### src/design/poscmp_pkg.sv
// Shared constants, register map and carrier types for the compare block.
package poscmp_pkg;

   ////////////////////////////////////////////////////////////////////////////
   // Clock and timing.

   // System clock period in nanoseconds (20 MHz).
   localparam int CLOCK_PERIOD_NS = 50;
   // One step of the pulse width setting, in nanoseconds (0.1 ms).
   localparam int PULSE_STEP_NS = 100000;
   // Clock cycles per pulse width step; a least time, so it rounds up.
   localparam int PULSE_STEP_CYCLES =
      (PULSE_STEP_NS + CLOCK_PERIOD_NS - 1) / CLOCK_PERIOD_NS;
   // Largest pulse width setting, in steps.
   localparam logic [10:0] PULSE_WIDTH_MAX = 11'h7ff;

   ////////////////////////////////////////////////////////////////////////////
   // Comparison points.

   // Number of points held by this block (points 3 to 8).
   localparam int POINT_COUNT = 6;
   // Number of the first point held here.
   localparam int POINT_FIRST = 3;

   // Attribute codes.
   localparam logic [1:0] ATTR_SKIP    = 2'h0;
   localparam logic [1:0] ATTR_RISING  = 2'h1;
   localparam logic [1:0] ATTR_FALLING = 2'h2;
   localparam logic [1:0] ATTR_BOTH    = 2'h3;

   ////////////////////////////////////////////////////////////////////////////
   // Register map, byte addresses.

   // Point n target sits at POINT_BASE + (n-3)*POINT_STRIDE.
   localparam logic [7:0] POINT_BASE      = 8'h00;
   // Distance between consecutive points.
   localparam logic [7:0] POINT_STRIDE    = 8'h08;
   // Attribute sits this far above its target.
   localparam logic [7:0] ATTR_OFFSET     = 8'h04;
   // Control register: run bit.
   localparam logic [7:0] CONTROL_ADDR    = 8'h30;
   // Output pulse width setting, 11 bits, in steps.
   localparam logic [7:0] PULSE_WIDTH_ADDR = 8'h34;
   // Status register, read only.
   localparam logic [7:0] STATUS_ADDR     = 8'h38;
   // Last sampled position, read only.
   localparam logic [7:0] POSITION_ADDR   = 8'h3c;

   // Field positions.
   localparam int CONTROL_RUN_BIT   = 0;
   localparam int STATUS_ACTIVE_BIT = 0;
   localparam int STATUS_RUN_BIT    = 1;
   localparam int STATUS_PREV_BIT   = 2;

   // Reset values.
   localparam logic [31:0] TARGET_RESET      = 32'h0000_0000;
   localparam logic [15:0] ATTR_RESET        = 16'h0000;
   localparam logic [10:0] PULSE_WIDTH_RESET = 11'h000;

   // AXI response codes.
   localparam logic [1:0] RESP_OKAY   = 2'h0;
   localparam logic [1:0] RESP_SLVERR = 2'h2;

   ////////////////////////////////////////////////////////////////////////////
   // Carrier types.

   // One comparison point: signed target and attribute word.
   typedef struct packed {
      logic signed [31:0] target;
      logic        [15:0] attribute;
   } point_cfg_t;

   // One sampled position with its strobe.
   typedef struct packed {
      logic               strobe;
      logic signed [31:0] value;
   } position_sample_t;

endpackage

### src/design/point_crossing.sv
// Crossing detector for one comparison point against two position samples.
`timescale 1ns/1ps
module point_crossing
   import poscmp_pkg::*;
(
   // Point setting.
   input  point_cfg_t         cfg,
   // Previous and present positions.
   input  wire logic signed [31:0] prev_pos,
   input  wire logic signed [31:0] curr_pos,
   // Qualified crossing.
   output logic               hit
);

   // Direction terms; a stop on the target and a later move away is not a
   // second crossing, because the move must start strictly off the target.
   logic rise;  // Moved from below to at or above the target.
   logic fall;  // Moved from above to at or below the target.

   // Signed comparisons decide the crossing direction.
   always_comb begin
      rise = (prev_pos < cfg.target) && (curr_pos >= cfg.target);
      fall = (prev_pos > cfg.target) && (curr_pos <= cfg.target);
      unique case (cfg.attribute[1:0])
         ATTR_SKIP: begin
            hit = 1'b0;
         end
         ATTR_RISING: begin
            hit = rise;
         end
         ATTR_FALLING: begin
            hit = fall;
         end
         ATTR_BOTH: begin
            hit = rise | fall;
         end
      endcase
   end

endmodule

### src/design/pulse_timer.sv
// Timed output pulse, counted in steps of a fixed number of clock cycles.
`timescale 1ns/1ps
module pulse_timer
   import poscmp_pkg::*;
(
   // Clock and reset.
   input  wire logic        clock,
   input  wire logic        rst_n,
   // Start request and width in steps.
   input  wire logic        start,
   input  wire logic [10:0] width,
   // Pulse output.
   output logic             active
);

   logic [10:0] steps;           // Steps still to run.
   logic [10:0] next_steps;
   logic [11:0] cycles;          // Cycles left in the present step.
   logic [11:0] next_cycles;
   logic        next_active;

   // Loads on start, then counts cycles within steps down to zero.
   always_comb begin
      next_steps  = steps;
      next_cycles = cycles;
      next_active = active;
      if (start && !active && width != 11'h000) begin
         next_active = 1'b1;
         next_steps  = width;
         next_cycles = 12'(PULSE_STEP_CYCLES - 1);
      end else if (active) begin
         if (cycles != 12'h000) begin
            next_cycles = cycles - 12'h001;
         end else if (steps == 11'h001) begin
            next_active = 1'b0;
            next_steps  = 11'h000;
         end else begin
            next_steps  = steps - 11'h001;
            next_cycles = 12'(PULSE_STEP_CYCLES - 1);
         end
      end
   end

   // Registers the counters.
   always_ff @(posedge clock) begin
      if (!rst_n) begin
         steps  <= 11'h000;
         cycles <= 12'h000;
         active <= 1'b0;
      end else begin
         steps  <= next_steps;
         cycles <= next_cycles;
         active <= next_active;
      end
   end

endmodule

### src/design/position_compare_points.sv
// Position compare points 3 to 8 with AXI4-Lite register access.
//
// Summary of operation
// - separate target and attribute per point
// - targets are signed 32-bit values
// - attribute 0 skips the point
// - attribute 1 fires on rising crossing
// - attribute 2 fires on falling crossing
// - attribute 3 fires on either crossing
// - pulse width in 0.1 ms steps
// - no evaluation while pulse is active
// - compare feedback against targets while running
//
// Local design decisions: the placing of the registers and register access over AXI4-Lite.
`timescale 1ns/1ps
module position_compare_points
   import poscmp_pkg::*;
(
   // Clock and reset.
   input  wire logic        clock,
   input  wire logic        rst_n,
   // Encoder position feedback, same clock domain.
   input  wire logic        position_strobe,
   input  wire logic [31:0] position_value,
   // Compare pulse output.
   output logic             compare_out,
   // AXI4-Lite write address channel.
   input  wire logic [7:0]  s_axi_awaddr,
   input  wire logic        s_axi_awvalid,
   output logic             s_axi_awready,
   // AXI4-Lite write data channel.
   input  wire logic [31:0] s_axi_wdata,
   input  wire logic [3:0]  s_axi_wstrb,
   input  wire logic        s_axi_wvalid,
   output logic             s_axi_wready,
   // AXI4-Lite write response channel.
   output logic [1:0]       s_axi_bresp,
   output logic             s_axi_bvalid,
   input  wire logic        s_axi_bready,
   // AXI4-Lite read address channel.
   input  wire logic [7:0]  s_axi_araddr,
   input  wire logic        s_axi_arvalid,
   output logic             s_axi_arready,
   // AXI4-Lite read data channel.
   output logic [31:0]      s_axi_rdata,
   output logic [1:0]       s_axi_rresp,
   output logic             s_axi_rvalid,
   input  wire logic        s_axi_rready
);

   ////////////////////////////////////////////////////////////////////////////
   // Declarations.

   point_cfg_t       points [POINT_COUNT];      // Point settings.
   point_cfg_t       next_points [POINT_COUNT];
   logic             run;                      // Comparison running.
   logic             next_run;
   logic [10:0]      pulse_width;              // Pulse width in steps.
   logic [10:0]      next_pulse_width;

   position_sample_t sample;                   // Carried feedback sample.
   logic signed [31:0] prev_pos;               // Previous sample.
   logic signed [31:0] next_prev_pos;
   logic signed [31:0] curr_pos;               // Present sample.
   logic signed [31:0] next_curr_pos;
   logic             prev_valid;               // Previous sample is usable.
   logic             next_prev_valid;
   logic             evaluate;                 // Samples just updated.
   logic             next_evaluate;

   logic [POINT_COUNT-1:0] hits;               // Per-point crossings.
   logic             pulse_start;              // Start of output pulse.
   logic             pulse_active;             // Output pulse running.

   // Write path holding registers.
   logic             aw_held;                  // Write address captured.
   logic             next_aw_held;
   logic [7:0]       aw_addr;                  // Captured write address.
   logic [7:0]       next_aw_addr;
   logic             w_held;                   // Write data captured.
   logic             next_w_held;
   logic [31:0]      w_data;                   // Captured write data.
   logic [31:0]      next_w_data;
   logic [3:0]       w_strb;                   // Captured byte strobes.
   logic [3:0]       next_w_strb;
   logic             next_bvalid;
   logic [1:0]       next_bresp;
   logic             next_awready;
   logic             next_wready;

   // Read path registers.
   logic             next_arready;
   logic             next_rvalid;
   logic [31:0]      next_rdata;
   logic [1:0]       next_rresp;

   ////////////////////////////////////////////////////////////////////////////
   // Point evaluation.

   // Bundles the feedback input into its carrier.
   assign sample = '{strobe: position_strobe, value: position_value};

   // Keeps two consecutive samples; history restarts whenever comparison
   // is stopped so a stale sample never forms a false crossing.
   always_comb begin
      next_prev_pos   = prev_pos;
      next_curr_pos   = curr_pos;
      next_prev_valid = prev_valid;
      next_evaluate   = 1'b0;
      if (!run) begin
         next_prev_valid = 1'b0;
      end else if (sample.strobe) begin
         next_prev_pos   = curr_pos;
         next_curr_pos   = sample.value;
         next_prev_valid = 1'b1;
         next_evaluate   = prev_valid;
      end
      if (!run && sample.strobe) begin
         next_curr_pos = sample.value;
      end
   end

   // Registers the sample history.
   always_ff @(posedge clock) begin
      if (!rst_n) begin
         prev_pos   <= 32'sh0000_0000;
         curr_pos   <= 32'sh0000_0000;
         prev_valid <= 1'b0;
         evaluate   <= 1'b0;
      end else begin
         prev_pos   <= next_prev_pos;
         curr_pos   <= next_curr_pos;
         prev_valid <= next_prev_valid;
         evaluate   <= next_evaluate;
      end
   end

   // One crossing detector per point, each on its own setting.
   for (genvar i = 0; i < POINT_COUNT; i++) begin : g_point
      point_crossing u_cross (
         .cfg      (points[i]),
         .prev_pos (prev_pos),
         .curr_pos (curr_pos),
         .hit      (hits[i])
      );
   end

   assign pulse_start = run && evaluate && !pulse_active && (|hits);

   // Timed pulse on the compare output.
   pulse_timer u_pulse (
      .clock  (clock),
      .rst_n  (rst_n),
      .start  (pulse_start),
      .width  (pulse_width),
      .active (pulse_active)
   );

   // The output comes from the timer's flip-flop.
   assign compare_out = pulse_active;

   ////////////////////////////////////////////////////////////////////////////
   // AXI4-Lite write path.

   // Captures address and data in either order, then writes and answers.
   always_comb begin
      next_aw_held     = aw_held;
      next_aw_addr     = aw_addr;
      next_w_held      = w_held;
      next_w_data      = w_data;
      next_w_strb      = w_strb;
      next_bvalid      = s_axi_bvalid;
      next_bresp       = s_axi_bresp;
      next_points      = points;
      next_run         = run;
      next_pulse_width = pulse_width;
      if (s_axi_awvalid && s_axi_awready) begin
         next_aw_held = 1'b1;
         next_aw_addr = s_axi_awaddr;
      end
      if (s_axi_wvalid && s_axi_wready) begin
         next_w_held = 1'b1;
         next_w_data = s_axi_wdata;
         next_w_strb = s_axi_wstrb;
      end
      if (s_axi_bvalid && s_axi_bready) begin
         next_bvalid = 1'b0;
      end
      // Both halves held and no answer pending: perform the write.
      if (aw_held && w_held && !s_axi_bvalid) begin
         next_aw_held = 1'b0;
         next_w_held  = 1'b0;
         next_bvalid  = 1'b1;
         next_bresp   = RESP_OKAY;
         if (aw_addr < CONTROL_ADDR) begin
            for (int i = 0; i < POINT_COUNT; i++) begin
               if (aw_addr == 8'(POINT_BASE + i * POINT_STRIDE)) begin
                  for (int b = 0; b < 4; b++) begin
                     if (w_strb[b]) begin
                        next_points[i].target[b*8 +: 8] = w_data[b*8 +: 8];
                     end
                  end
               end
               if (aw_addr == 8'(POINT_BASE + i * POINT_STRIDE
                                 + ATTR_OFFSET)) begin
                  for (int b = 0; b < 2; b++) begin
                     if (w_strb[b]) begin
                        next_points[i].attribute[b*8 +: 8] =
                           w_data[b*8 +: 8];
                     end
                  end
               end
            end
            if (aw_addr[1:0] != 2'h0) begin
               next_bresp = RESP_SLVERR;
            end
         end else if (aw_addr == CONTROL_ADDR) begin
            if (w_strb[0]) begin
               next_run = w_data[CONTROL_RUN_BIT];
            end
         end else if (aw_addr == PULSE_WIDTH_ADDR) begin
            if (w_strb[0]) begin
               next_pulse_width[7:0] = w_data[7:0];
            end
            if (w_strb[1]) begin
               next_pulse_width[10:8] = w_data[10:8];
            end
         end else if (aw_addr != STATUS_ADDR && aw_addr != POSITION_ADDR)
         begin
            next_bresp = RESP_SLVERR;
         end
      end
      next_awready = !next_aw_held;
      next_wready  = !next_w_held;
   end

   // Registers the write path and the settings.
   always_ff @(posedge clock) begin
      if (!rst_n) begin
         aw_held       <= 1'b0;
         aw_addr       <= 8'h00;
         w_held        <= 1'b0;
         w_data        <= 32'h0000_0000;
         w_strb        <= 4'h0;
         s_axi_awready <= 1'b0;
         s_axi_wready  <= 1'b0;
         s_axi_bvalid  <= 1'b0;
         s_axi_bresp   <= RESP_OKAY;
         run           <= 1'b0;
         pulse_width   <= PULSE_WIDTH_RESET;
         for (int i = 0; i < POINT_COUNT; i++) begin
            points[i] <= '{target: TARGET_RESET, attribute: ATTR_RESET};
         end
      end else begin
         aw_held       <= next_aw_held;
         aw_addr       <= next_aw_addr;
         w_held        <= next_w_held;
         w_data        <= next_w_data;
         w_strb        <= next_w_strb;
         s_axi_awready <= next_awready;
         s_axi_wready  <= next_wready;
         s_axi_bvalid  <= next_bvalid;
         s_axi_bresp   <= next_bresp;
         run           <= next_run;
         pulse_width   <= next_pulse_width;
         points        <= next_points;
      end
   end

   ////////////////////////////////////////////////////////////////////////////
   // AXI4-Lite read path.

   // Takes one read address at a time and answers on the next cycle.
   always_comb begin
      next_arready = s_axi_arready;
      next_rvalid  = s_axi_rvalid;
      next_rdata   = s_axi_rdata;
      next_rresp   = s_axi_rresp;
      if (s_axi_rvalid && s_axi_rready) begin
         next_rvalid  = 1'b0;
         next_arready = 1'b1;
      end
      if (s_axi_arvalid && s_axi_arready) begin
         next_arready = 1'b0;
         next_rvalid  = 1'b1;
         next_rdata   = 32'h0000_0000;
         next_rresp   = RESP_SLVERR;
         for (int i = 0; i < POINT_COUNT; i++) begin
            if (s_axi_araddr == 8'(POINT_BASE + i * POINT_STRIDE)) begin
               next_rdata = points[i].target;
               next_rresp = RESP_OKAY;
            end
            if (s_axi_araddr == 8'(POINT_BASE + i * POINT_STRIDE
                                   + ATTR_OFFSET)) begin
               next_rdata = {16'h0000, points[i].attribute};
               next_rresp = RESP_OKAY;
            end
         end
         unique case (s_axi_araddr)
            CONTROL_ADDR: begin
               next_rdata[CONTROL_RUN_BIT] = run;
               next_rresp = RESP_OKAY;
            end
            PULSE_WIDTH_ADDR: begin
               next_rdata[10:0] = pulse_width;
               next_rresp = RESP_OKAY;
            end
            STATUS_ADDR: begin
               next_rdata[STATUS_ACTIVE_BIT] = pulse_active;
               next_rdata[STATUS_RUN_BIT]    = run;
               next_rdata[STATUS_PREV_BIT]   = prev_valid;
               next_rresp = RESP_OKAY;
            end
            POSITION_ADDR: begin
               next_rdata = curr_pos;
               next_rresp = RESP_OKAY;
            end
            default: begin
               next_rdata = next_rdata;
            end
         endcase
      end
   end

   // Registers the read path.
   always_ff @(posedge clock) begin
      if (!rst_n) begin
         s_axi_arready <= 1'b1;
         s_axi_rvalid  <= 1'b0;
         s_axi_rdata   <= 32'h0000_0000;
         s_axi_rresp   <= RESP_OKAY;
      end else begin
         s_axi_arready <= next_arready;
         s_axi_rvalid  <= next_rvalid;
         s_axi_rdata   <= next_rdata;
         s_axi_rresp   <= next_rresp;
      end
   end

endmodule

### config.mk
export PLATFORM = sky130hd
export DESIGN_NAME = position_compare_points
export DESIGN_NICKNAME = d
export VERILOG_FILES = /design/src/design/poscmp_pkg.sv /design/src/design/point_crossing.sv /design/src/design/pulse_timer.sv /design/src/design/position_compare_points.sv
export SDC_FILE = /design/constraint.sdc
export NUM_CORES = 2
export LEC_CHECK = 0
export BUFFER_PORTS_ARGS = -buffer_cell sky130_fd_sc_hd__buf_2
export CORE_MARGIN = 2
export CORE_UTILIZATION = 30
export CTS_BUF_LIST = sky130_fd_sc_hd__clkbuf_8
export DETAILED_ROUTE_END_ITERATION = 12
export HOLD_SLACK_MARGIN = 0.06
export SLEW_MARGIN = 20
export SYNTH_ARGS = -nofsm -noshare
export SYNTH_HDL_FRONTEND = slang
export SYNTH_SLANG_ARGS = --single-unit
### constraint.sdc
create_clock -name clock -period 7 [get_ports clock]
set_input_delay 1.05 -clock clock [delete_from_list [all_inputs] [get_ports clock]]
set_output_delay 1.05 -clock clock [all_outputs]
set_load 0.05 [all_outputs]
* Yosys cells after proc, flatten, opt, wreduce, memory -nomap -nowiden
Index checks and enable logic that the tools add are counted.
** Storage, ports and cells
- Bits in writable memories :: 0
- Register bits :: 477
- Memories kept :: 0
- Memory bits (read-only) :: 0
- Input port bits :: 92
- Latch bits :: 0
- Output and inout port bits :: 42
** Cells by class
- Div/mod/pow operators :: 0
- Multiply operators :: 0
- Bitwise gates (word level) :: 9
- Order comparisons :: 25
- Shift operators :: 0
- Reductions and logical operators :: 96
- Equality and inequality tests :: 52
- Multiplexer cells :: 65
- Add/subtract/negate cells :: 2
** Operators by type and width (number)
- 32-bit 2-to-1 mux :: 15
- 32-bit greater-or-equal comparator :: 6
- 32-bit > comparator :: 6
- 32-bit less-or-equal comparator :: 6
- 32-bit less-than comparator :: 6
- 4-bit AND reduction :: 37
- 8-bit by 6-bit == test with 1-bit output, second input constant :: 14
- 11-bit 2-to-1 mux :: 6
- 8-bit by 5-bit == test with 1-bit output, second input constant :: 8
- 2-bit 2-to-1 mux :: 18
- 8-bit by 4-bit == test with 1-bit output, second input constant :: 4
- 1-bit case mux with 4 select lines :: 7
- 1-bit logical AND :: 26
- 2-bit == test, second input constant :: 12
- 12-bit 2-to-1 mux :: 2
- 21-bit 2-to-1 mux :: 1
- 8-bit by 3-bit == test with 1-bit output, second input constant :: 2
- 8-bit zero test :: 2
- 8-bit by 6-bit inequality test with 1-bit output, second input constant :: 2
- 8-bit case mux with 2 select lines :: 1
- 1-bit 2-to-1 mux :: 14
- 2-bit by 1-bit == test with 1-bit output, second input constant :: 6
- 2-bit zero test :: 6
- 2-bit AND reduction :: 6
- 18 further kinds :: 36

* Depth between registers and ports, before layout
- Depth in word-level cells :: 14
- Depth in mapped cells :: 13
- Gate-level depth less buffers :: 12

* Hierarchy
A second synthesis with hierarchy kept.
** Unflattened totals
- Cells, all modules :: 3879
- Area, all modules :: 31227.4 µm²
** By module, submodules not included
- position_compare_points :: cells each 2466, area an instance 20390.8 µm², instances 1
- point_crossing :: cells each 205, area an instance 1555.2 µm², instances 6
- pulse_timer :: cells each 183, area an instance 1505.2 µm², instances 1

* Worst setup path before layout
OpenSTA, ideal clock, no wires.
- Path kind :: input to register
- Start :: input port s_axi_araddr[4]
- End :: register s_axi_rdata[10]
- Path buffers :: 2
- Setup time :: 0.065 ns
- Path slack :: 3.831 ns
- Cell stages on the path :: 11
- Arrival time :: 3.104 ns
- Required time :: 6.935 ns
- Path through :: clkbuf_1 or4_1 nor2_1 clkbuf_1 a22o_1 a221oi_1 a31oi_1 a21oi_1 nand4_1 o21ai_0 nor2_1
** Between the ends
- Word-level cells in the longest chain between the ends :: 14
** Ends and longest elaborated chain
- start: declaration :: line position_compare_points.sv:41 : input wire logic [7:0] s_axi_araddr,
- 8-bit zero test :: line position_compare_points.sv:289 : if (s_axi_araddr == 8'(POINT_BASE + i * POINT_STRIDE)) begin
- 32-bit 2-to-1 mux :: line position_compare_points.sv:289
- 32-bit 2-to-1 mux :: line position_compare_points.sv:293 : if (s_axi_araddr == 8'(POINT_BASE + i * POINT_STRIDE
- 32-bit 2-to-1 mux :: line position_compare_points.sv:289
- 32-bit 2-to-1 mux :: line position_compare_points.sv:293
- 32-bit 2-to-1 mux :: line position_compare_points.sv:289
- 32-bit 2-to-1 mux :: line position_compare_points.sv:293
- 32-bit 2-to-1 mux :: line position_compare_points.sv:289
- 32-bit 2-to-1 mux :: line position_compare_points.sv:293
- 32-bit 2-to-1 mux :: line position_compare_points.sv:289
- 32-bit 2-to-1 mux :: line position_compare_points.sv:293
- 32-bit 2-to-1 mux :: line position_compare_points.sv:289
- 32-bit 2-to-1 mux :: line position_compare_points.sv:293
- 8-bit case mux with 2 select lines (*) :: line position_compare_points.sv:299 : unique case (s_axi_araddr)
- end signal: assignment :: line position_compare_points.sv:335 : s_axi_rdata <= next_rdata;
- end: declaration :: line position_compare_points.sv:45 : output logic [31:0] s_axi_rdata,
Every way passes the cells marked *; elsewhere a longest branch is shown, timed or not.
A chain may end at the register's enable or synchronous reset.

* Worst setup path in the final report
- Start :: register curr_pos[27]
- End :: register u_pulse.steps[4]
** Between the ends
- Word-level cells in the longest chain between the ends :: 10
** Ends and longest elaborated chain
- start: declaration :: line position_compare_points.sv:64 : logic signed [31:0] curr_pos;
- start signal: assignment :: line position_compare_points.sv:132 : curr_pos <= next_curr_pos;
- 32-bit greater-or-equal comparator or 32-bit less-or-equal comparator (tied branches) :: line point_crossing.sv:22, point_crossing.sv:23
- 1-bit logical AND, on equally long branches :: line point_crossing.sv:22, point_crossing.sv:23
- 1-bit bitwise OR :: line point_crossing.sv:35 : hit = rise | fall;
- 1-bit case mux with 4 select lines :: line point_crossing.sv:24 : unique case (cfg.attribute[1:0])
- 6-bit OR reduction (*) :: line position_compare_points.sv:148 : assign pulse_start = run && evaluate && !pulse_active && (|hits);
- 1-bit logical AND (*) :: line position_compare_points.sv:148
- 1-bit logical AND (*) (2 in a row) :: line pulse_timer.sv:27 : if (start && !active && width != 11'h000) begin
- 2-bit by 1-bit inequality test with 1-bit output (no source line) or 2-bit nonzero test (tied branches)
- 2-bit AND reduction (no source line)
- end signal: assignment :: line pulse_timer.sv:51 : steps <= next_steps;
- end: declaration :: line pulse_timer.sv:16 : logic [10:0] steps;
Marks and branches as above.

==> flow_metrics.py <==
metrics = {
    "layout": {
        "fill_cells": 9980,
        "final_cell_mix": "dfxtp_1, nor2_1, ha_1",
        "final_common_cell": "dfxtp_1",
        "drive_gt1_share_pct": 9.55,
        "finalNonFillerCells": 4745,
        "nNetsFinal": 3903,
        "syn_to_final_growth_pct": 13.1,
    },
    "placement": {
        "routabilityCongestion": 0.962,
        "dp.cells": 4592,
        "port_buffers": 131,
        "dp_hpwl_um": 82200,
    },
    "floorplan": {
        "die_area_um2": 97200,
        "die_h_um": 312,
        "io_pins": 134,
        "dieWidth_um": 312,
        "core-area_um2": 93600,
        "rows": 112,
        "initial_utilization_pct": 30.3,
    },
    "clock_network": {
        "clockRootBuffer": "clkbuf_8",
        "insertion_delay_ns": 0.73,
        "htree_levels": 3,
        "holdBufCountCts": 0,
        "cts.path.max_buffers": 3,
        "cts_resized": 0,
        "cts.sinks": 475,
        "cts_tree": "yes",
        "cts_buffers": 84,
        "postCtsSetupBuffers": 0,
        "cts.clk_slew.worst_paths_ns": 0.06,
    },
    "detailed_routing": {
        "ant_nets": 0,
        "routedWlPerCell_um": 23.6,
        "routed_wl_um": 112000,
        "drt_iter0_markers": 2711,
        "first_pass_iters": 6,
        "drc": 0,
        "num_vias": 26100,
        "avgViaCountPerCell": 5.50,
    },
    "grt": {
        "antenna_found_initial": 8,
        "grt_use_total_pct": 22.5,
        "grt_max_degree": 171,
        "grt_pass1_vias": 25000,
        "grt_pass1_wl_um": 165000,
        "grt_overflow_total": 0,
    },
    "sta": {
        "fin_skew_ns": 0.0453,
        "max_freq_ghz": 0.219,
        "period_needed_ns": 4.56,
        "hold_viol": 0,
        "slew_viol_final": 0,
        "setup_tns_ns": 0,
        "tightestPinTransition_ns": 1.28,
        "grt_setup_unrepaired": "no",
        "relSlewSlack_pct": 14.5,
        "setup_viol": 0,
        "period_share_pct": 65.1,
    },
    "worst_setup_path": {
        "arrival_ns": 5.12,
        "cp.required_ns": 7.56,
        "crit_path_start_kind": "register",
        "path_max_fanout": 18,
        "setup.worst_path.class": "register to register",
        "end_kind": "register",
    },
    "power": {
        "p_leak_nw": 14.8,
        "p_per_area_nw_per_um2": 194,
        "ir_worst_vdd_v": 0.000148,
    },
    "status": {
        "status": "completed",
    },
    "logic_synthesis": {
        "ys_seq_area_share_pct": 33.5,
        "synth_edf_count": 0,
        "async_reset_ff_share_pct": 0,
        "yosysTopAreaCell": "dfxtp_1",
        "syn_area_um2": 28400,
        "synthTopCellsByArea": "dfxtp_1, ha_1, mux2i_1",
        "synth_top_area_share_pct": 33.5,
        "avgSynthCellArea_um2": 8.54,
        "synth_flop_cell": "dfxtp_1",
        "synth_cells": 3324,
        "synth_warnings": 0,
        "yosys.cell_types.count": 79,
        "ys_seq_elements": 475,
    },
    "run": {
        "max_cap_viol_count": 0,
    },
    "hold_path": {
        "hp-class": "register to register",
    },
}
==> registers in the layout, indices dropped and copies added (netlist names), 4 cells and up <==
name,cells
curr_pos,32
u_pulse.steps,11
aw_addr,8
pulse_width,11
w_strb,4
prev_pos,32
points,288
s_axi_rdata,32
w_data,32
u_pulse.cycles,12
==> cells in the mapped netlist, types with 8 or more instances <==
library cell	instances
a211oi_1	32
a21o_1	43
a21oi_1	283
a221oi_1	48
a222oi_1	8
a22o_1	39
a22oi_1	47
a31oi_1	52
and2_1	9
and4_1	12
clkbuf_1	132
dfxtp_1	475
ha_1	387
inv_1	211
mux2i_1	312
nand2_1	311
nand2b_1	10
nand3_1	87
nand4_1	89
nor2_1	410
nor2b_1	18
nor3_1	31
nor4_1	19
o211ai_1	11
o21ai_0	97
or3_1	15
==> final timing paths <==
kind         slack, ns  cells past startpoint                            end                 startpoint
max               2.44                     10  u_pulse.steps[4]$_SDFFE_PN0P_  curr_pos[27]$_SDFFE_PN0P_
min               0.45                      2       prev_pos[0]$_SDFFE_PN0P_   prev_pos[0]$_SDFFE_PN0P_
max reg2reg       2.44                     10  u_pulse.steps[4]$_SDFFE_PN0P_  curr_pos[27]$_SDFFE_PN0P_
min reg2reg       0.45                      2       prev_pos[0]$_SDFFE_PN0P_   prev_pos[0]$_SDFFE_PN0P_
==> layout make-up <==
type	count	area, um2	share of cell area (%)
repair buffers	156	868	2.70
well taps	1254	1570	4.89
flip-flops and latches	475	9510	29.6
diodes	3	7.51	0.0234
inverters	211	800	2.49
clock buffers	104	1430	4.46
clock inverters	46	340	1.06
multi-input cells	2496	17600	54.8
==> worst max-delay path: stages, from the launching register on <==
cell and delay, ns:
dfxtp_1 0.61, ha_1 0.23, nand4_1 0.23, nor4_1 0.82, o41ai_2 0.29, nand2_1 0.16
mux2_2 0.35, a221o_1 0.38, nor2_2 0.83, a21o_4 0.37, a311oi_1 0.12
==> cells by family after synthesis <==
family                   after synthesis  share of synthesized area [%]
multiplexers                         318                           11.2
AND/OR/NAND/NOR                     1048                           16.5
AO/OA/AOI/OAI                        734                           16.7
adder cells (fa/ha/maj)              387                           17.0
buffers and inverters                354                           4.77
other                                  1                         0.0132
flip-flops                           475                           33.5
XOR/XNOR                               7                          0.216
==> metrics by stage <==
stage | hold slack [ns] | utilization (%) | setup WS (ns) | cell area, um2 | total power [mW]
floorplan | 0.432 | - | 3.83 | 28400 | 3.25
global placement | 0.443 | 32.4 | 2.53 | 30300 | 3.51
detailed placement | 0.447 | 32.4 | 2.56 | 30300 | 3.51
CTS | 0.455 | 34.3 | 2.53 | 32100 | 6.29
global route | 0.473 | 34.3 | 2.35 | 32100 | 6.47
finish | 0.455 | 34.3 | 2.44 | 32100 | 6.24
==> report_power, final <==
| part | internal, mW | switching, mW |
|---|---|---|
| sequential | 2.75 | 0.0946 |
| combinational | 0.202 | 0.421 |
| clock | 1.50 | 1.28 |
| total | 4.45 | 1.79 |
==> metal layers <==
layer	global-route usage [%]	routed length, um	vias up
met5	0	13	-
met4	7.97	4340	2
met3	4.25	8560	232
met2	36.6	51400	1083
met1	29.7	47800	12600
li1	-	-	12200
Note: power is estimated with default switching activity, not from simulation.
